`src/itc_pkg.sv`:
```
// Shared constants, types and field layouts for the interval timer channel.
`default_nettype none
package itc_pkg;
	// ------------------------------------------------------------
	// Bus map
	// ------------------------------------------------------------
	localparam int unsigned PADDR_W = 8;
	localparam logic [1:0] IDX_CH0 = 2'h0;
	localparam logic [1:0] IDX_CH1 = 2'h1;
	localparam logic [1:0] IDX_CH2 = 2'h2;
	localparam logic [1:0] IDX_CTRL = 2'h3;
	localparam int unsigned IDX_LSB = 2;
	localparam int unsigned IDX_MSB = 3;
	localparam int unsigned HIGH_LSB = 4;
	localparam logic [1:0] ALIGN_OK = 2'h0;
	localparam logic [3:0] HIGH_OK = 4'h0;
	// ------------------------------------------------------------
	// Control word codes
	// ------------------------------------------------------------
	localparam logic [1:0] CH_OWN = 2'h0;
	localparam logic [1:0] FMT_LATCH = 2'h0;
	localparam logic [1:0] FMT_LOW = 2'h1;
	localparam logic [1:0] FMT_HIGH = 2'h2;
	localparam logic [1:0] FMT_BOTH = 2'h3;
	// ------------------------------------------------------------
	// Values
	// ------------------------------------------------------------
	localparam logic [15:0] COUNT_CLEAR = 16'h0000;
	localparam logic [15:0] COUNT_ONE = 16'h0001;
	localparam logic [15:0] COUNT_TWO = 16'h0002;
	localparam logic [15:0] EVEN_MASK = 16'hfffe;
	localparam logic [3:0] DIGIT_ZERO = 4'h0;
	localparam logic [3:0] DIGIT_NINE = 4'h9;
	localparam logic [3:0] DIGIT_ONE = 4'h1;
	localparam logic WAVE_RST = 1'b1;
	localparam logic [7:0] BYTE_ZERO = 8'h00;
	localparam logic [23:0] PAD_ZERO = 24'h000000;
	localparam logic [31:0] WORD_ZERO = 32'h00000000;

	typedef enum logic [2:0] {
		ITC_M0, ITC_M1, ITC_M2, ITC_M3, ITC_M4, ITC_M5
	} itc_mode_e;

	// Control word: channel_pick, transfer_format, waveform_select, bcd.
	typedef struct packed {
		logic [1:0] channel_pick_field;
		logic [1:0] transfer_format_field;
		logic [2:0] waveform_select_field;
		logic bcd;
	} itc_cw_s;

	// Synchronised pin events.
	typedef struct packed {
		logic gate;
		logic gate_rise;
		logic tick;
	} itc_pin_ev_s;

	// Status byte at the control index.
	typedef struct packed {
		logic wave;
		logic null_count;
		logic [1:0] fmt;
		logic [2:0] mode;
		logic bcd;
	} itc_status_s;
endpackage
`default_nettype wire

```
`src/itc_pin_sync.sv`:
```
// Pin synchroniser and edge detector for the counter clock and gate pins.
`timescale 1ns/1ps
`default_nettype none
module itc_pin_sync (
	// Clock and reset
	input wire logic pclk,
	input wire logic presetn,
	// Pins
	input wire logic cnt_clk_pin,
	input wire logic gate_pin,
	// Events
	output itc_pkg::itc_pin_ev_s ev
);
	logic [1:0] stage1;
	logic [1:0] stage2;
	logic [1:0] stage3;

	always_ff @(posedge pclk or negedge presetn) begin
		if (!presetn) begin
			stage1 <= 2'h0;
			stage2 <= 2'h0;
			stage3 <= 2'h0;
		end else begin
			stage1 <= {gate_pin, cnt_clk_pin};
			stage2 <= stage1;
			stage3 <= stage2;
		end
	end

	// Counter clock becomes a one-cycle enable on its rising edge.
	assign ev = '{gate: stage2[1], gate_rise: stage2[1] & ~stage3[1],
		tick: stage2[0] & ~stage3[0]};
endmodule
`default_nettype wire

```
`src/itc_timer.sv`:
```
// Interval timer channel with APB register access.
//
// Function
// - Mode 0: wave low on setup, counts after full load, high at end.
// - Mode 0: low gate pauses decrementing, high gate resumes.
// - Mode 0 one-byte: new count halts, reloads on next counter clock.
// - Mode 0 two-byte: low byte halts, high byte starts new count.
// - Mode 1: wave high, gate rise triggers low pulse of count length.
// - Mode 1: gate low ignored; new count waits for next trigger.
// - Mode 2: starts next clock if gate high, else on gate rise.
// - Mode 2: one-clock low pulse every n counter clocks.
// - Mode 2: new count applies after current period's pulse.
// - Modes 2 and 3: gate low stops and forces wave high; rise restarts.
// - Mode 3: square wave period n, odd n high one clock longer.
// - Mode 3: new count applies right after next wave transition.
// - Mode 4: wave high, counts like mode 0, single one-clock low strobe.
// - Mode 4: gate low stops; gate rise restarts from programmed count.
// - Mode 5: gate rise starts or retriggers, mode 4 style strobe.
// - Count zero means 10000H; modes 0,1,4,5 accept one.
// - Modes 2,3 minimum two; mode 3 count one gives 10001H.
// - Counting element only decrements, by two in mode 3.
// - Latch command freezes count for reading while counting continues.
// - Transfer format: latch, low only, high only, low then high.
// - Waveform field picks modes 0 to 5; top bit ignored for 2,3.
// - Control word write other than latch command clears counting element to 0000H.
// - Index 0 selects the counter, index 3 the control word; 1,2 read zero.
`timescale 1ns/1ps
`default_nettype none
module itc_timer (
	// Clock and reset
	input wire logic pclk,
	input wire logic presetn,
	// APB slave
	input wire logic psel,
	input wire logic penable,
	input wire logic pwrite,
	input wire logic [itc_pkg::PADDR_W-1:0] paddr,
	input wire logic [31:0] pwdata,
	output logic [31:0] prdata,
	output logic pready,
	output logic pslverr,
	// Timer pins
	input wire logic cnt_clk_pin,
	input wire logic gate_pin,
	output logic wave_out
);
	// ------------------------------------------------------------
	// Helpers
	// ------------------------------------------------------------
	function automatic itc_pkg::itc_mode_e mode_of(input logic [2:0] m);
		if (m[1]) begin
			mode_of = m[0] ? itc_pkg::ITC_M3 : itc_pkg::ITC_M2;
		end else if (m[2]) begin
			mode_of = m[0] ? itc_pkg::ITC_M5 : itc_pkg::ITC_M4;
		end else begin
			mode_of = m[0] ? itc_pkg::ITC_M1 : itc_pkg::ITC_M0;
		end
	endfunction

	function automatic logic [15:0] dec1(input logic [15:0] v,
		input logic bcd);
		logic [15:0] r;
		logic brw;
		r = v;
		brw = 1'b1;
		if (!bcd) begin
			r = v - itc_pkg::COUNT_ONE;
		end else begin
			for (int i = 0; i < 4; i++) begin
				if (brw) begin
					if (r[i*4 +: 4] == itc_pkg::DIGIT_ZERO) begin
						r[i*4 +: 4] = itc_pkg::DIGIT_NINE;
					end else begin
						r[i*4 +: 4] = r[i*4 +: 4] - itc_pkg::DIGIT_ONE;
						brw = 1'b0;
					end
				end
			end
		end
		dec1 = r;
	endfunction

	// ------------------------------------------------------------
	// State
	// ------------------------------------------------------------
	itc_pkg::itc_pin_ev_s ev;
	itc_pkg::itc_mode_e mode;
	logic [1:0] fmt;
	logic bcd;
	logic [15:0] cr;
	logic [7:0] cr_lo;
	logic [15:0] ce;
	logic [15:0] latch;
	logic latched;
	logic wr_msb;
	logic rd_msb;
	logic running;
	logic load_pending;
	logic halt;
	logic have_count;
	logic trig;
	logic stretch;
	logic [15:0] next_ce;
	logic next_out;
	logic next_run;
	logic next_pend;
	logic next_halt;
	logic next_have;
	logic next_trig;
	logic next_str;

	itc_pin_sync u_sync (
		.pclk(pclk),
		.presetn(presetn),
		.cnt_clk_pin(cnt_clk_pin),
		.gate_pin(gate_pin),
		.ev(ev)
	);

	// ------------------------------------------------------------
	// Bus decode
	// ------------------------------------------------------------
	wire [1:0] idx = paddr[itc_pkg::IDX_MSB:itc_pkg::IDX_LSB];
	wire addr_ok = (paddr[1:0] == itc_pkg::ALIGN_OK) &&
		(paddr[itc_pkg::PADDR_W-1:itc_pkg::HIGH_LSB] == itc_pkg::HIGH_OK);
	wire acc = psel & penable & pready;
	wire wr_go = acc & pwrite & addr_ok;
	wire rd_go = acc & ~pwrite & addr_ok;
	wire [7:0] wd = pwdata[7:0];
	itc_pkg::itc_cw_s cw;
	assign cw = wd;
	wire cw_wr = wr_go && (idx == itc_pkg::IDX_CTRL) &&
		(cw.channel_pick_field == itc_pkg::CH_OWN);
	wire latch_cmd = cw_wr &&
		(cw.transfer_format_field == itc_pkg::FMT_LATCH);
	wire mode_wr = cw_wr && !latch_cmd;
	wire cnt_wr = wr_go && (idx == itc_pkg::IDX_CH0);
	wire lsb_part = cnt_wr && (fmt == itc_pkg::FMT_BOTH) && !wr_msb;
	wire cnt_done = cnt_wr && !lsb_part;
	wire rd_sel = rd_go && (idx == itc_pkg::IDX_CH0);
	wire itc_pkg::itc_mode_e new_mode = mode_of(cw.waveform_select_field);

	// ------------------------------------------------------------
	// Counting decode
	// ------------------------------------------------------------
	wire [15:0] dec = dec1(ce, bcd);
	wire [15:0] dec2 = dec1(dec, bcd);
	wire [15:0] cr_even = cr & itc_pkg::EVEN_MASK;
	wire m04 = (mode == itc_pkg::ITC_M0) || (mode == itc_pkg::ITC_M4);
	wire m23 = (mode == itc_pkg::ITC_M2) || (mode == itc_pkg::ITC_M3);
	wire at_one = (ce == itc_pkg::COUNT_ONE);
	wire at_two = (ce == itc_pkg::COUNT_TWO);

	// ------------------------------------------------------------
	// Read path
	// ------------------------------------------------------------
	wire [15:0] rd_src = latched ? latch : ce;
	wire rd_hi = (fmt == itc_pkg::FMT_HIGH) ||
		((fmt == itc_pkg::FMT_BOTH) && rd_msb);
	wire [7:0] rd_byte = rd_hi ? rd_src[15:8] : rd_src[7:0];
	itc_pkg::itc_status_s status;
	assign status = '{wave: wave_out, null_count: load_pending, fmt: fmt,
		mode: mode, bcd: bcd};
	wire [31:0] rd_word = !addr_ok ? itc_pkg::WORD_ZERO :
		(idx == itc_pkg::IDX_CH0) ? {itc_pkg::PAD_ZERO, rd_byte} :
		(idx == itc_pkg::IDX_CTRL) ? {itc_pkg::PAD_ZERO, status} :
		itc_pkg::WORD_ZERO;

	// ------------------------------------------------------------
	// Counter next state
	// ------------------------------------------------------------
	always_comb begin
		next_ce = ce;
		next_out = wave_out;
		next_run = running;
		next_pend = load_pending;
		next_halt = halt;
		next_have = have_count;
		next_trig = trig | ev.gate_rise;
		next_str = stretch;
		if (ev.tick) begin
			next_trig = ev.gate_rise;
			case (mode)
			itc_pkg::ITC_M0, itc_pkg::ITC_M4: begin
				if (mode == itc_pkg::ITC_M4 && !wave_out) begin
					next_out = 1'b1;
				end
				if (load_pending) begin
					next_ce = cr;
					next_pend = 1'b0;
					next_halt = 1'b0;
					next_run = 1'b1;
				end else if (running && ev.gate && !halt) begin
					next_ce = dec;
					if (at_one) begin
						if (mode == itc_pkg::ITC_M0) begin
							next_out = 1'b1;
						end else begin
							next_out = 1'b0;
							next_run = 1'b0;
						end
					end
				end
			end
			itc_pkg::ITC_M1, itc_pkg::ITC_M5: begin
				if (mode == itc_pkg::ITC_M5 && !wave_out) begin
					next_out = 1'b1;
				end
				if (trig && have_count) begin
					next_ce = cr;
					next_run = 1'b1;
					if (mode == itc_pkg::ITC_M1) begin
						next_out = 1'b0;
					end
				end else if (running) begin
					next_ce = dec;
					if (at_one) begin
						next_run = 1'b0;
						next_out = (mode == itc_pkg::ITC_M1);
					end
				end
			end
			itc_pkg::ITC_M2: begin
				if (load_pending && ev.gate) begin
					next_ce = cr;
					next_pend = 1'b0;
					next_run = 1'b1;
					next_out = 1'b1;
				end else if (running && ev.gate) begin
					if (at_two) begin
						next_ce = dec;
						next_out = 1'b0;
					end else if (at_one) begin
						next_ce = cr;
						next_out = 1'b1;
					end else begin
						next_ce = dec;
					end
				end
			end
			itc_pkg::ITC_M3: begin
				if (load_pending && ev.gate) begin
					next_ce = cr_even;
					next_str = cr[0];
					next_pend = 1'b0;
					next_run = 1'b1;
					next_out = 1'b1;
				end else if (running && ev.gate) begin
					if (at_two && stretch) begin
						next_str = 1'b0;
					end else if (at_two) begin
						next_out = ~wave_out;
						next_ce = cr_even;
						next_str = cr[0] & ~wave_out;
					end else begin
						next_ce = dec2;
					end
				end
			end
			default: begin
				next_ce = ce;
			end
			endcase
		end
		if (m23 && !ev.gate && running) begin
			next_out = 1'b1;
			next_run = 1'b0;
			next_pend = have_count;
		end
		if (mode == itc_pkg::ITC_M4 && ev.gate_rise && have_count) begin
			next_pend = 1'b1;
		end
		if (lsb_part && mode == itc_pkg::ITC_M0) begin
			next_halt = 1'b1;
		end
		if (cnt_done) begin
			next_have = 1'b1;
			if (m04) begin
				next_pend = 1'b1;
				next_halt = 1'b1;
			end
			if (m23 && !running) begin
				next_pend = 1'b1;
			end
		end
		if (mode_wr) begin
			next_ce = itc_pkg::COUNT_CLEAR;
			next_out = (new_mode != itc_pkg::ITC_M0);
			next_run = 1'b0;
			next_pend = 1'b0;
			next_halt = 1'b0;
			next_have = 1'b0;
			next_trig = 1'b0;
			next_str = 1'b0;
		end
	end

	// ------------------------------------------------------------
	// Registers
	// ------------------------------------------------------------
	always_ff @(posedge pclk or negedge presetn) begin
		if (!presetn) begin
			ce <= itc_pkg::COUNT_CLEAR;
			wave_out <= itc_pkg::WAVE_RST;
			running <= 1'b0;
			load_pending <= 1'b0;
			halt <= 1'b0;
			have_count <= 1'b0;
			trig <= 1'b0;
			stretch <= 1'b0;
		end else begin
			ce <= next_ce;
			wave_out <= next_out;
			running <= next_run;
			load_pending <= next_pend;
			halt <= next_halt;
			have_count <= next_have;
			trig <= next_trig;
			stretch <= next_str;
		end
	end

	always_ff @(posedge pclk or negedge presetn) begin
		if (!presetn) begin
			mode <= itc_pkg::ITC_M0;
			fmt <= itc_pkg::FMT_LOW;
			bcd <= 1'b0;
			cr <= itc_pkg::COUNT_CLEAR;
			cr_lo <= itc_pkg::BYTE_ZERO;
			wr_msb <= 1'b0;
		end else if (mode_wr) begin
			mode <= new_mode;
			fmt <= cw.transfer_format_field;
			bcd <= cw.bcd;
			wr_msb <= 1'b0;
		end else if (cnt_wr) begin
			case (fmt)
			itc_pkg::FMT_HIGH: cr <= {wd, itc_pkg::BYTE_ZERO};
			itc_pkg::FMT_BOTH: begin
				wr_msb <= ~wr_msb;
				if (wr_msb) begin
					cr <= {wd, cr_lo};
				end else begin
					cr_lo <= wd;
				end
			end
			default: cr <= {itc_pkg::BYTE_ZERO, wd};
			endcase
		end
	end

	always_ff @(posedge pclk or negedge presetn) begin
		if (!presetn) begin
			latch <= itc_pkg::COUNT_CLEAR;
			latched <= 1'b0;
			rd_msb <= 1'b0;
		end else if (mode_wr) begin
			latched <= 1'b0;
			rd_msb <= 1'b0;
		end else if (latch_cmd && !latched) begin
			latch <= ce;
			latched <= 1'b1;
		end else if (rd_sel) begin
			if (fmt == itc_pkg::FMT_BOTH) begin
				rd_msb <= ~rd_msb;
			end
			if (fmt != itc_pkg::FMT_BOTH || rd_msb) begin
				latched <= 1'b0;
			end
		end
	end

	// One wait state: answer in the second access cycle.
	always_ff @(posedge pclk or negedge presetn) begin
		if (!presetn) begin
			pready <= 1'b0;
			pslverr <= 1'b0;
			prdata <= itc_pkg::WORD_ZERO;
		end else begin
			pready <= psel & penable & ~pready;
			pslverr <= psel & penable & ~pready & ~addr_ok;
			if (psel & penable & ~pready & ~pwrite) begin
				prdata <= rd_word;
			end
		end
	end
endmodule
`default_nettype wire

```
`config.mk`:
```
export PLATFORM = sky130hd
export DESIGN_NAME = itc_timer
export DESIGN_NICKNAME = d
export VERILOG_FILES = /design/src/itc_pkg.sv /design/src/itc_pin_sync.sv /design/src/itc_timer.sv
export SDC_FILE = /design/constraint.sdc
export NUM_CORES = 1
export LEC_CHECK = 0
export ABC_AREA = 1
export BUFFER_PORTS_ARGS = -buffer_cell sky130_fd_sc_hd__buf_4
export CAP_MARGIN = 0
export CELL_PAD_IN_SITES_DETAIL_PLACEMENT = 0
export CELL_PAD_IN_SITES_GLOBAL_PLACEMENT = 2
export CORE_UTILIZATION = 32
export CTS_CLUSTER_SIZE = 20
export DETAILED_ROUTE_END_ITERATION = 16
export PLACE_DENSITY_LB_ADDON = 0.12
export SETUP_SLACK_MARGIN = 0.2
export SLEW_MARGIN = 20
export SYNTH_ARGS = -nofsm -noshare
export SYNTH_HDL_FRONTEND = slang
export SYNTH_SLANG_ARGS = --single-unit
```
`constraint.sdc`:
```
create_clock -name pclk -period 2.4 [get_ports pclk]
set_input_delay 0.24 -clock pclk [delete_from_list [all_inputs] [get_ports pclk]]
set_output_delay 0.24 -clock pclk [all_outputs]
set_load 0.05 [all_outputs]
```
Yosys cells after proc, flatten, opt, wreduce, memory -nomap -nowiden
Cells that the tools add are included.

Register bits: 112. Input port bits: 47. Output and inout bits: 35.

$add $sub $neg: 10. Equality and inequality tests: 27. Mux-type cells: 131. Bitwise logic cells: 22. Reductions and logical operators: 79.

Operator list (count): $mux 16 (18); $mux 1 (88); $pmux 16 s4 (1); $mux 4 (14); $logic_not 4->1 (9); $mux 8 (4); $pmux 16 s2 (1); $sub 16x1->16 const B (2); $sub 4x1->4 const B (8); $logic_and 1x1->1 (25); $eq 16x1->1 const B (1); $eq 16x2->1 const B (1); $ne 5x5->1 const B (3); $reduce_bool 3->1 (5); $reduce_and 7->1 (2); $and 1x1->1 (12); $ne 4x4->1 const B (3); $reduce_bool 2->1 (6); $ne 5x2->1 const B (2); $reduce_bool 5->1 (2); $not 1->1 (9); $logic_not 1->1 (8); $logic_not 2->1 (4); $ne 4x2->1 const B (2); 23 further kinds (39).

Longest topological paths before layout
Gate-level depths: netlist of the first run.

Depth after elaboration: 25. Gate-level depth with buffers: 20.

Hierarchy
A second synthesis of the first run with hierarchy kept.

Cell total of the unflattened synthesis: 1016. Area, all modules: 6866.6 µm².

By module, submodules not included: itc_timer (times used 1, cells each 1005, area each 6688.9 µm², seq. area each 2054.5 µm²); itc_pin_sync (times used 1, cells each 11, area each 177.7 µm², seq. area each 150.1 µm²).

Least setup slack after synthesis of the first run
Ideal clock, no wire load.

Kind: register -> register. From: register ce[0]. To: register ce[11]. Library setup time: 0.117 ns. Data arrival time: 2.113 ns. Setup slack: 0.170 ns. Cell stages (with the launch flop): 18. Cell sequence: dfrtp_1 inv_1 ha_1 nand3_4 nand2_2 nand3_2 nor2_2 nand2_2 nor2_4 nand3_2 nor2_2 nand2_1 nand2_1 nand2_1 nand3_1 nand2_1 nand2_1 nand2_1.

Cells in the longest elaborated chain, start to end: 18.

Ends and longest elaborated chain: from (decl) (RTL line itc_timer.sv:92) `logic [15:0] ce;`; from (signal assigned) (RTL line itc_timer.sv:303) `ce <= itc_pkg::COUNT_CLEAR;`; from (signal assigned) (RTL line itc_timer.sv:312) `ce <= next_ce;`; branches (longest 18 deep; another with $sub 16x1->16).

Several ways; the timed one is not identified. The select of a mux whose other input is x is not followed. A chain may end at the register's enable or synchronous reset.

Worst setup path in the final report of the first run
From: register ce[3]. To: register ce[10].

Same word-level chain as after synthesis.

==> results.md, run 1 <==
Flow run:
- The tool flagged a number of max-cap violations equal to 0.

Clock tree:
- The clock tree from TritonCTS is built.
- The clock sink count is just under 90.
- The root buffer cell chosen for the clock tree is sky130_fd_sc_hd__clkbuf_16.
- In this run, CTS created clock tree buffers numbering 9.
- The H-tree depth is 3.
- Clock latency on the worst-skew pair, taken at its later pin, is 0.36 ns.
- The clock edge transition at the registers on the reported setup and hold paths is around 0.070 ns.
- The clock passes through at most 2 buffers.

Synth:
- The post-synthesis cell type count is 47.
- After synthesis, the cell types taking the most area are sky130_fd_sc_hd__dfrtp_1 32%, sky130_fd_sc_hd__nand2_1 17%, sky130_fd_sc_hd__o21ai_0 9.3%.
- In the synthesized netlist the async set-or-reset flop fraction comes to 1.00.
- The largest area contributor in the synthesized netlist is sky130_fd_sc_hd__dfrtp_1.
- Synthesis handed over a netlist of ~1000 instances.
- The share of synthesized area in the top cell type comes to 0.324.
- A synthesized cell averages ~6.5 sq um.
- In this run the cell area of the synthesized design comes to 6640 sq um.
- Counting flops and latches in the post-synthesis netlist gives 88.
- The number of enable-type register cells in the synthesized netlist is 0.
- The Yosys step of the flow raised 0 warnings.
- The most common flop cell mapped by yosys is sky130_fd_sc_hd__dfrtp_1.
- The post-synthesis sequential area ratio is 0.332.

Routing:
- Before antenna repair, the detailed router went through 5 iterations.
- In the final routed layout, each cell accounts on average for 16.2 um.
- Wires add up to between 20 and 25 mm.
- Dividing the detail-routed via count by the number of cells gives roughly 4.8.
- In this run the remaining antenna-violating nets after routing total 0.
- The iteration-0 DRC count of the detailed router is between 400 and 500.
- For this run, design rule violations remaining after detail routing come to 0.
- Summing over every cut layer, the via total after detailed routing is between 7000 and 8000.

Global routing:
- The global routing usage on met2 is 0.362.
- For this run, global-route usage on met3 was measured as 0.0269.
- Entering global routing, the biggest net connects 52 pins.
- The global-route met1 utilization is 0.327.
- The number of antenna violations at the first check in global routing is 0.
- The wire length of the first global-routing pass is around 37 mm.
- Across every metal layer, demand over resource in global routing totals 0.226.
- The layer flagged by global routing as most heavily used is met2.
- The total overflow left after global routing is 0.
- The via count of the first global-routing pass is ~6700.

Power:
- The share of total power dissipated in the clock network is 0.426.
- The maximum vdd ir drop is about 0.00037 V.
- The internal cell power is around 2500 uW.
- The net switching power is around 1000 uW.
- The power per cell area is ~400 nW/um^2.
- The total power of the final layout is ~3500 uW.
- The logic gate share of total power is 0.149.
- The proportion of total power due to net switching is 0.295.
- In this run the static leakage power is 0.00443 uW.
- The share of total power dissipated in sequential elements is 0.426.

Finish:
- In the final layout, the share of cells above drive strength 1 is 0.296.
- The layout overhead on the synthesized area is 34.4%.
- The layout has 2188 filler cells.
- The count of antenna diodes in the layout is 0.
- Once layout is complete, the utilization of the core stands at 0.440.
- In the final design database the tool counted around 1200 nets.
- Leaving out fill and tap cells, the most frequent cell in the layout is sky130_fd_sc_hd__nand2_1.
- Leaving out fill and tap cells, the most frequent cells in the layout are 254 x sky130_fd_sc_hd__nand2_1, 161 x sky130_fd_sc_hd__buf_4, 102 x sky130_fd_sc_hd__o21ai_0.

Timing:
- The final critical-path required period is around 2.3 ns.
- Setup violations remaining at the end of the flow were counted as 0.
- The headroom to the max-slew limit is 0.638.
- The max-slew violation count was 0.
- Setup repair after global routing could not meet its margin everywhere.
- The final hold violation count was 0.
- The upper clock frequency limit is about 430 MHz.
- The worst setup skew after layout is about 0.0097 ns.
- Dividing the final minimum period by the clock period gives 0.978.
- The slew at the pin closest to its max-slew limit is approximately 0.54 ns.

Floorplan:
- The die width is 146 um.
- In this run the count of I/O pins placed on the die edge is about 80.
- The height of the die is about 150 um.
- After floorplanning, the core was divided into 52 placement rows.
- The area of the core is ~20000 sq um.
- The total die area is around 21000 sq um.
- The initial utilization of the core area, before any placement, comes to 0.327.

Place:
- Detailed placement ended at an HPWL of 18.1 mm.
- During placement, the flow inserted port buffers numbering 33.
- The routability congestion estimate is roughly 0.84.

Setup path:
- STA classifies the critical path endpoint as a flop.
- The sort of element at the start of the critical path is a flop.
- At the worst endpoint, the arrival time is 2.59 ns.
- STA puts the critical path data required time at about 2.7 ns.
- The largest fanout of any net on the critical path is 6.
- The worst setup path is of the reg -> reg kind.

Hold path:
- The worst hold-check path type is in -> reg.

Status:
- The run finished with clean final reports.
power by group through the flow:
stage	registers (uW)	clock network, uW	logic, uW
floorplan	1540	0	287
global placement	1530	0	468
detailed placement	1530	0	467
CTS	1510	1550	490
global route	1510	1600	574
finish	1510	1510	525
synth_stat cells (3+ instances only):
cell                       instances
sky130_fd_sc_hd__xor2_1            7
sky130_fd_sc_hd__buf_2             7
sky130_fd_sc_hd__o22ai_1           7
sky130_fd_sc_hd__inv_2             6
sky130_fd_sc_hd__mux2i_1           4
sky130_fd_sc_hd__dfrtp_1          86
sky130_fd_sc_hd__nor2_4            7
sky130_fd_sc_hd__nor3_1            8
sky130_fd_sc_hd__nand3_2           4
sky130_fd_sc_hd__nand2_1         292
sky130_fd_sc_hd__nand2_2          17
sky130_fd_sc_hd__o21ai_1           7
sky130_fd_sc_hd__nand2_4           3
sky130_fd_sc_hd__clkbuf_1         16
sky130_fd_sc_hd__nand4_1           9
sky130_fd_sc_hd__inv_1           114
sky130_fd_sc_hd__o211ai_1          9
sky130_fd_sc_hd__o21ai_0         124
sky130_fd_sc_hd__ha_1              5
sky130_fd_sc_hd__nor2_2            8
sky130_fd_sc_hd__a21oi_1          57
sky130_fd_sc_hd__nand3_1          81
sky130_fd_sc_hd__clkinv_1          3
sky130_fd_sc_hd__nor2_1           78
sky130_fd_sc_hd__buf_4            28
area by class of cell:
| class | count | area, sq um | area share |
|---|---|---|---|
| Clock buffer | 9 | 225 | 0.0252 |
| Clock inverter | 7 | 76.3 | 0.00855 |
| Inverter | 124 | 484 | 0.0542 |
| Multi-Input combinational cell | 776 | 4220 | 0.473 |
| Sequential cell | 88 | 2210 | 0.248 |
| Tap cell | 270 | 338 | 0.0378 |
| Timing Repair Buffer | 174 | 1370 | 0.154 |
cell families (layout without fill, tap and decap cells):
logic type | after synthesis | in the layout | share of synthesized area
AOI/OAI and AO/OA | 221 | 221 | 0.180
muxes | 4 | 4 | 0.00603
and+or+nand+nor | 513 | 514 | 0.341
xor gates and xnor gates | 8 | 8 | 0.0106
buffers and inverters | 177 | 314 | 0.120
other | 1 | 24 | 0.000565
DFF | 88 | 88 | 0.332
adders and majority gates | 5 | 5 | 0.00942
per-layer routing:
layer | vias to the layer above | wire [um]
met5 | - | 0
met4 | 0 | 220
met2 | 106 | 10700
li1 | 3584 | -
met1 | 3304 | 11800
met3 | 12 | 707
state kept, by name, summed over array words and instances (netlist names), 2 cells and up:
signal	flops
ce	16
cr	16
latch	16
cr_lo	8
prdata	8
mode	3
fmt	2
u_sync.stage1	2
u_sync.stage2	2
u_sync.stage3	2
through the flow:
step	hold WS, ns	area [sq um]	TNS (ns)	std cells	setup WS [ns]
floorplan	-0.0556	6730	0	1040	0.202
global placement	0.157	7910	-0.114	1409	-0.0553
detailed placement	0.159	7910	-0.107	1409	-0.0305
CTS	0.102	8490	0	1438	0.113
global route	0.132	8930	-0.596	1448	-0.101
finish	0.117	8930	0	1448	0.0529
final timing paths:
| kind | from | to | slack (ns) | cells after the start |
|---|---|---|---|---|
| hold reg to reg | u_sync.stage1[1] | u_sync.stage2[1] | 0.35 | 0 |
| setup reg to reg | ce[3] | ce[10] | 0.05 | 15 |
| setup / recovery | ce[3] | ce[10] | 0.05 | 15 |
| max in group asynchronous | presetn | fmt[0] | 1.48 | 3 |
| hold / removal | pwdata[2] | mode[1] | 0.12 | 3 |
| min in group asynchronous | presetn | prdata[5] | 0.31 | 2 |
worst max-delay path, stage by stage (launching register included):
cell and delay, ns:
sky130_fd_sc_hd__dfrtp_2 0.46, sky130_fd_sc_hd__nor2_8 0.24, sky130_fd_sc_hd__nand2_8 0.10, sky130_fd_sc_hd__nor2_4 0.25, sky130_fd_sc_hd__nand2_4 0.10, sky130_fd_sc_hd__nand2_4 0.10
sky130_fd_sc_hd__nand2_2 0.07, sky130_fd_sc_hd__nand2_4 0.08, sky130_fd_sc_hd__nand3_4 0.11, sky130_fd_sc_hd__buf_6 0.14, sky130_fd_sc_hd__nor3_4 0.18, sky130_fd_sc_hd__o21ai_2 0.09
sky130_fd_sc_hd__nand3_1 0.08, sky130_fd_sc_hd__nand3_1 0.09, sky130_fd_sc_hd__nand2_2 0.09, sky130_fd_sc_hd__nand2_1 0.05
what timing repair did:
| item | CTS | global route |
|---|---|---|
| hold buffers | 3 | 0 |
| buffers inserted | 9 | 10 |
| cloned | 1 | 0 |
| pin swaps | 22 | 50 |
| hold endpoints to repair | 20 | 0 |
| gates resized for setup | 59 | 121 |
| endpoints found under the setup margin | 16 | 27 |
Note: power is estimated with default switching activity, not from simulation.
==> run 2, diff against run 1 <==
--- a/config.mk
+++ b/config.mk
@@ -10,9 +10,11 @@
 export CAP_MARGIN = 0
 export CELL_PAD_IN_SITES_DETAIL_PLACEMENT = 0
 export CELL_PAD_IN_SITES_GLOBAL_PLACEMENT = 2
+export CORE_ASPECT_RATIO = 1.75
 export CORE_UTILIZATION = 32
 export CTS_CLUSTER_SIZE = 20
 export DETAILED_ROUTE_END_ITERATION = 16
+export GPL_TIMING_DRIVEN = 0
 export PLACE_DENSITY_LB_ADDON = 0.12
 export SETUP_SLACK_MARGIN = 0.2
 export SLEW_MARGIN = 20
==> run 2 against run 1 <==
Against the previous run:
- clock power hardly changed
- first-iteration DRC count fell by 28%
- design area down 0.66%
- combinational power decreased by 0.8%
- critical path type unchanged
- largest power group unchanged
==> results.md, run 2 (synthesis results as in run 1) <==
Finish:
- The most common cell after layout, fill and taps aside is sky130_fd_sc_hd__nand2_1 (unchanged).
- The post-layout net count is 1213 (was 1225).
- The post-layout instance area was 8870 sq um (was 8930 sq um).
- The final cell count without fillers came to 1414 (was 1448).
- The layout overhead on the synthesized area is 33.5% (was 34.4%).
- Commonest cells after routing, fill and taps aside: 259 x sky130_fd_sc_hd__nand2_1, 131 x sky130_fd_sc_hd__buf_4, 111 x sky130_fd_sc_hd__o21ai_0 (was 254 x sky130_fd_sc_hd__nand2_1, 161 x sky130_fd_sc_hd__buf_4, 102 x sky130_fd_sc_hd__o21ai_0).
- The count of antenna diodes in the layout is 0 (unchanged).
- Biggest registers after layout: ce x16, cr x16, latch x16 (unchanged).
- The layout cell share with drive strength beyond 1 was 0.291 (was 0.296).

Place:
- The cell count after placement was 1321 (was 1409).
- The post-placement worst setup slack is -0.515 ns (was -0.0305 ns).
- The HPWL after detailed placement is 19.9 mm (was 18.1 mm).
- The placement-stage cell area came to 7290 sq um (was 7910 sq um).
- The number of input and output port buffers inserted was 33 (unchanged).
- The routability congestion estimate is 0.877 (was 0.845).

Routing:
- The detailed-route vias per instance is 5.01 (was 4.84).
- The routed length per placed instance is 18.4 um (was 16.2 um).
- The post-detailed-routing wire length is 26.1 mm (was 23.4 mm).
- The number of optimization iterations in the first detailed-route pass is 5 (unchanged).
- The total number of vias came to 7091 (was 7006).
- The number of design rule violations left after detail routing was 0 (unchanged).
- The iteration-0 DRC count of the detailed router is 310 (was 428).
- The remaining number of nets flagged by the antenna check after routing came to 0 (unchanged).

Clock tree:
- The clock sink count is 88 (unchanged).
- The H-tree depth came to 3 (unchanged).
- The number of buffers between clock root and the deepest sink is 2 (unchanged).
- The clock tree from TritonCTS is built (unchanged).
- The buffer type at the clock tree root is sky130_fd_sc_hd__clkbuf_16 (unchanged).
- The number of clock buffers inserted by TritonCTS is 9 (unchanged).
- The clock edge transition at the registers on the reported setup and hold paths is 0.07 ns (about the same).
- The source-to-sink clock delay at the later pin of the worst-skew pair is 0.35 ns (was 0.36 ns).

Setup path:
- The sum of buffers and inverters on the critical path is 1 (unchanged).
- The master of the slowest instance on the critical path is sky130_fd_sc_hd__dfrtp_2 (unchanged).
- Cell-by-cell trace of the critical path: inv_4, ha_4, nand2_8, nor2_4, nand2_2, nand2_4, nand2_4, nand2_4, nand3_4, nor2_4, xor2_1, nand2_1, nand3_2, nand2_1, nand2_2, nand2_1 (was nor2_8, nand2_8, nor2_4, nand2_4, nand2_4, nand2_2, nand2_4, nand3_4, buf_6, nor3_4, o21ai_2, nand3_1, nand3_1, nand2_2, nand2_1).
- The kind of cell with the highest combined delay on the critical path is simple AND/OR/NAND/NOR gates (unchanged).
- The sort of element at the start of the critical path is a flop (unchanged).
- The largest fanout of any net on the critical path is 6 (unchanged).
- The largest incremental delay on the critical path came to 0.45 ns (was 0.46 ns).
- The type of the setup path with the least slack is reg -> reg (unchanged).
- The critical path data arrival time is 2.63 ns (was 2.59 ns).
- The required time of the critical path is 2.65 ns (about the same).
- The endpoint class of the critical path is a flop (unchanged).
- The launch point of the worst reg-to-reg path is ce[0] (was ce[3]).
- The source of the critical timing path was ce[0] (was ce[3]).

Global routing:
- The via count of the first global-routing pass is 6988 (was 6671).
- The pin count of the biggest net entering global routing came to 89 (was 52).
- The final global-route overflow total is 0 (unchanged).
- The wire length of the first global-routing pass is 39.6 mm (was 37.3 mm).
- The total global routing track utilization is 0.247 (was 0.226).
- The number of antenna violations at the first check in global routing was 0 (unchanged).

Hold path:
- The worst min-delay path startpoint is pwdata[0] (was pwdata[2]).
- The worst hold-check path type is in -> reg (unchanged).

Timing:
- Setup repair after global routing missed its margin: true (unchanged).
- The final hold violation count is 0 (unchanged).
- The max-slew violation count is 0 (unchanged).
- The final critical-path required period is 2.38 ns (was 2.35 ns).
- The final worst slack is 0.0180 ns (was 0.0529 ns).
- The slew at the pin closest to its max-slew limit was 0.886 ns (was 0.542 ns).
- The setup violation total in the final timing report is 0 (unchanged).
- The upper clock frequency limit is 420 MHz (was 426 MHz).
- The worst setup skew after layout is 0.00891 ns (was 0.00966 ns).
- The share of the clock period used by the worst path after layout is 0.993 (was 0.978).
- The headroom to the max-slew limit came to 0.409 (was 0.638).

Floorplan:
- The die width is 111 um (was 146 um).
- The height of the die was 193 um (was 146 um).
- The initial standard-cell utilization of the core is 0.327 (about the same).
- The row count is 69 (was 52).
- The area of the core is 20300 sq um (about the same).
- The total I/O pin count is 82 (unchanged).
- The total die area is 21400 sq um (was 21300 sq um).

Status:
- Status: finished, final reports clean (unchanged).

Flow run:
- The reported max-cap violation count is 0 (unchanged).

Power:
- The maximum vdd ir drop was 0.000319 V (was 0.000365 V).
- The power per cell area is 396 nW/um^2 (about the same).
- The leakage power of the design came to 0.00439 uW (was 0.00443 uW).
## run 2: cell type report
class                           instances  area (sq um)
Fill cell                            2215         11400
Multi-Input combinational cell        775          4280
Sequential cell                        88          2220
Timing Repair Buffer                  110           886
Inverter                              124           499
Buffer                                 53           360
Tap cell                              248           310
Clock buffer                           10           239
Clock inverter                          6          68.8
## run 2: through the flow
stage	util	total power (uW)	hold slack (ns)	setup TNS, ns
after floorplan	-	1830	-0.0556	0
after CTS	0.419	3520	0.113	0
after global placement	0.359	1970	0.336	-6.83
final	0.437	3510	0.123	0
after detailed placement	0.359	1970	0.340	-6.43
after global routing	0.437	3640	0.131	-0.635
## run 2: timing repair
item                                    CTS  global route
endpoints found under the setup margin   41            31
gates resized for setup                 152            54
pin swaps                                47            25
buffers inserted                         50            22
hold buffers                              3             0
hold endpoints to repair                 21             0
cloned                                    2             0
## run 2: where the power goes
part | internal, uW | leakage, uW | switching (uW) | total [uW]
Clock | 839 | 0.000149 | 639 | 1480
Sequential | 1500 | 0.00109 | 11.5 | 1510
Combinational | 172 | 0.00316 | 350 | 521
Total | 2510 | 0.00439 | 1000 | 3510
## run 2: final timing paths
| kind | end | slack (ns) | cells past startpoint |
|---|---|---|---|
| max in group asynchronous | mode[1] | 1.20 | 2 |
| setup / recovery | ce[9] | 0.02 | 16 |
| hold reg to reg | u_sync.stage2[1] | 0.35 | 0 |
| hold / removal | bcd | 0.12 | 3 |
| min in group asynchronous | prdata[4] | 0.51 | 2 |
| setup reg to reg | ce[9] | 0.02 | 16 |
## run 2: tightest hold or removal path: stages
cell and delay [ns]:
sky130_fd_sc_hd__buf_4 0.08, sky130_fd_sc_hd__o21ai_0 0.07, sky130_fd_sc_hd__inv_1 0.05
## run 2: layer usage
metal  GRT usage  share of wire  routed length (um)
met5           0              0                   0
met2       0.473           0.54               14100
met1       0.253           0.38                9890
met4       0.175          0.060                1570
met3      0.0185          0.020                 527
==> run 3, diff against run 2 <==
--- a/config.mk
+++ b/config.mk
@@ -15,7 +15,7 @@
 export CTS_CLUSTER_SIZE = 20
 export DETAILED_ROUTE_END_ITERATION = 16
 export GPL_TIMING_DRIVEN = 0
-export PLACE_DENSITY_LB_ADDON = 0.12
+export PLACE_DENSITY = 0.87
 export SETUP_SLACK_MARGIN = 0.2
 export SLEW_MARGIN = 20
 export SYNTH_ARGS = -nofsm -noshare
==> run 3 against run 2 <==
Against the previous run:
- utilization rose by 0.31 points
- largest power group unchanged
- clock power about the same
- global-route usage decreased by 0.78 points
- design area increased by 0.71%
- setup slack gained 0.029 ns
- sequential share of layout area is 0.20 points lower
- critical path type unchanged
- maximum frequency increased by 1.2%
- sequential power about the same
- final cell count down 0.57%
- flip-flop and latch count is the same
- critical path depth did not move
==> results.md, run 3 (synthesis results as in run 1) <==
Status:
- Status: finished, final reports clean (unchanged).

Floorplan:
- The height of the die is 193 um (unchanged).
- The row count is 69 (unchanged).
- The total I/O pin count is 82 (unchanged).
- The initial standard-cell utilization of the core is 0.327 (unchanged).
- The total die area is 21400 sq um (unchanged).
- The area of the core is 20300 sq um (unchanged).
- The die width is 111 um (unchanged).

Timing:
- The slew at the pin closest to its max-slew limit was 0.859 ns (was 0.886 ns).
- The summed negative setup slack over all endpoints is 0 ns (unchanged).
- The final hold violation count came to 0 (unchanged).
- Setup repair after global routing missed its margin: true (unchanged).
- The setup violation total in the final timing report was 0 (unchanged).
- The max-slew violation count came to 0 (unchanged).
- The worst hold slack across all endpoints is 0.126 ns (was 0.123 ns).
- The headroom to the max-slew limit came to 0.427 (was 0.409).
- The upper clock frequency limit is 425 MHz (was 420 MHz).
- The worst setup skew after layout was 0.00988 ns (was 0.00891 ns).
- The share of the clock period used by the worst path after layout is 0.980 (was 0.993).
- The final critical-path required period was 2.35 ns (was 2.38 ns).

Global routing:
- The number of antenna violations at the first check in global routing came to 0 (unchanged).
- The pin count of the biggest net entering global routing is 89 (unchanged).
- The total global routing track utilization is 0.240 (was 0.247).
- The wire length of the first global-routing pass is 39.1 mm (was 39.6 mm).
- The via count of the first global-routing pass was 7026 (was 6988).
- The final global-route overflow total is 0 (unchanged).

Clock tree:
- The H-tree depth is 3 (unchanged).
- The clock tree from TritonCTS is built (unchanged).
- The clock sink count is 88 (unchanged).
- The number of buffers between clock root and the deepest sink is 2 (unchanged).
- The buffer type at the clock tree root is sky130_fd_sc_hd__clkbuf_16 (unchanged).
- The clock edge transition at the registers on the reported setup and hold paths is 0.06 ns (was 0.07 ns).
- The number of clock buffers inserted by TritonCTS was 9 (unchanged).
- The source-to-sink clock delay at the later pin of the worst-skew pair came to 0.35 ns (about the same).

Routing:
- The detailed-route vias per instance is 5.08 (was 5.01).
- The total number of vias came to 7140 (was 7091).
- The routed length per placed instance came to 17.8 um (was 18.4 um).
- The number of design rule violations left after detail routing was 0 (unchanged).
- The remaining number of nets flagged by the antenna check after routing came to 0 (unchanged).
- The iteration-0 DRC count of the detailed router was 398 (was 310).
- The number of optimization iterations in the first detailed-route pass is 5 (unchanged).
- The post-detailed-routing wire length came to 25.0 mm (was 26.1 mm).

Setup path:
- The sort of element at the start of the critical path is a flop (unchanged).
- The endpoint class of the critical path is a flop (unchanged).
- The critical path data arrival time came to 2.59 ns (was 2.63 ns).
- The required time of the critical path is 2.64 ns (was 2.65 ns).
- The worst reg-to-reg setup slack is 0.05 ns (was 0.02 ns).
- The largest fanout of any net on the critical path is 8 (was 6).
- The type of the setup path with the least slack was reg -> reg (unchanged).

Finish:
- The post-layout net count came to 1205 (was 1213).
- Commonest cells after routing, fill and taps aside: 248 x sky130_fd_sc_hd__nand2_1, 122 x sky130_fd_sc_hd__buf_4, 109 x sky130_fd_sc_hd__o21ai_0 (was 259 x sky130_fd_sc_hd__nand2_1, 131 x sky130_fd_sc_hd__buf_4, 111 x sky130_fd_sc_hd__o21ai_0).
- The final cell count without fillers came to 1406 (was 1414).
- The most common cell after layout, fill and taps aside is sky130_fd_sc_hd__nand2_1 (unchanged).
- Biggest registers after layout: ce x16, cr x16, latch x16 (unchanged).
- The count of antenna diodes in the layout came to 0 (unchanged).
- The utilization of the core after routing was 0.440 (was 0.437).
- The layout overhead on the synthesized area was 34.5% (was 33.5%).
- The layout cell share with drive strength beyond 1 is 0.299 (was 0.291).

Place:
- The routability congestion estimate is 0.898 (was 0.877).
- The HPWL after detailed placement is 19.0 mm (was 19.9 mm).
- The number of input and output port buffers inserted is 33 (unchanged).
- The cell count after placement was 1321 (unchanged).

Power:
- The leakage power of the design came to 0.00437 uW (was 0.00439 uW).
- The maximum vdd ir drop was 0.000290 V (was 0.000319 V).
- The power per cell area is 394 nW/um^2 (was 396 nW/um^2).
- The total power of the final layout is 3520 uW (was 3510 uW).

Flow run:
- The reported max-cap violation count is 0 (unchanged).

Hold path:
- The worst hold-check path type was in -> reg (unchanged).
## run 3: area by class of cell
cell class / instances / area [sq um]
plain buffers: 53 / 362
clock buffers: 10 / 229
clock inverters: 6 / 75.1
fillers: 2104 / 11400
inverters: 124 / 508
multi-input cells: 775 / 4420
flip-flops and latches: 88 / 2220
well taps: 248 / 310
repair buffers: 102 / 802
## run 3: worst max-delay path, cell delays in order (launching register included)
cell and delay (ns):
sky130_fd_sc_hd__dfrtp_1 0.40, sky130_fd_sc_hd__clkbuf_4 0.28, sky130_fd_sc_hd__nand3_4 0.19, sky130_fd_sc_hd__nand2_4 0.12
sky130_fd_sc_hd__nand3_4 0.10, sky130_fd_sc_hd__nor2_4 0.14, sky130_fd_sc_hd__nand2_4 0.08, sky130_fd_sc_hd__nor2_4 0.19
sky130_fd_sc_hd__nand3_4 0.16, sky130_fd_sc_hd__nor2_4 0.15, sky130_fd_sc_hd__nand2_2 0.06, sky130_fd_sc_hd__nand2_1 0.05
sky130_fd_sc_hd__nand2_1 0.04, sky130_fd_sc_hd__nand3_1 0.06, sky130_fd_sc_hd__nand2_1 0.06, sky130_fd_sc_hd__nand2_2 0.10
sky130_fd_sc_hd__nand2_1 0.06
## run 3: power breakdown
group | leakage (uW) | internal (uW) | switching (uW)
registers | 0.00109 | 1500 | 11.3
logic | 0.00313 | 183 | 359
clock network | 0.000146 | 825 | 647
total | 0.00437 | 2500 | 1020
## run 3: timing repair
item                       4_1_cts  5_1_grt
gates cloned                     1        1
hold endpoints to repair        22        0
gates resized for setup        159       85
pin swaps                       41       43
hold buffers                     3        0
setup endpoints to repair       42       31
buffers inserted                42       22
## run 3: layer usage
metal  up-vias  wire length (um)  track usage
li1       3544                 -            -
met1      3350              9070        0.247
met2       170             13400        0.451
met3        76               650       0.0239
met4         0              1870        0.171
met5         -                 0            0
## run 3: through the flow
stage	instance area, sq um	worst slack, ns
after floorplan	6730	0.202
after global placement	7290	-0.413
after detailed placement	7290	-0.435
after CTS	8490	0.0938
after global routing	8930	-0.101
final	8930	0.0470
## run 3: final timing paths
path | from | endpoint | cells past startpoint
worst min-delay path | pwdata[0] | bcd | 3
min in group asynchronous | presetn | pslverr | 2
worst max register to register | bcd | ce[11] | 16
worst max-delay path | bcd | ce[11] | 16
worst min register to register | u_sync.stage1[1] | u_sync.stage2[1] | 0
max in group asynchronous | presetn | mode[1] | 2
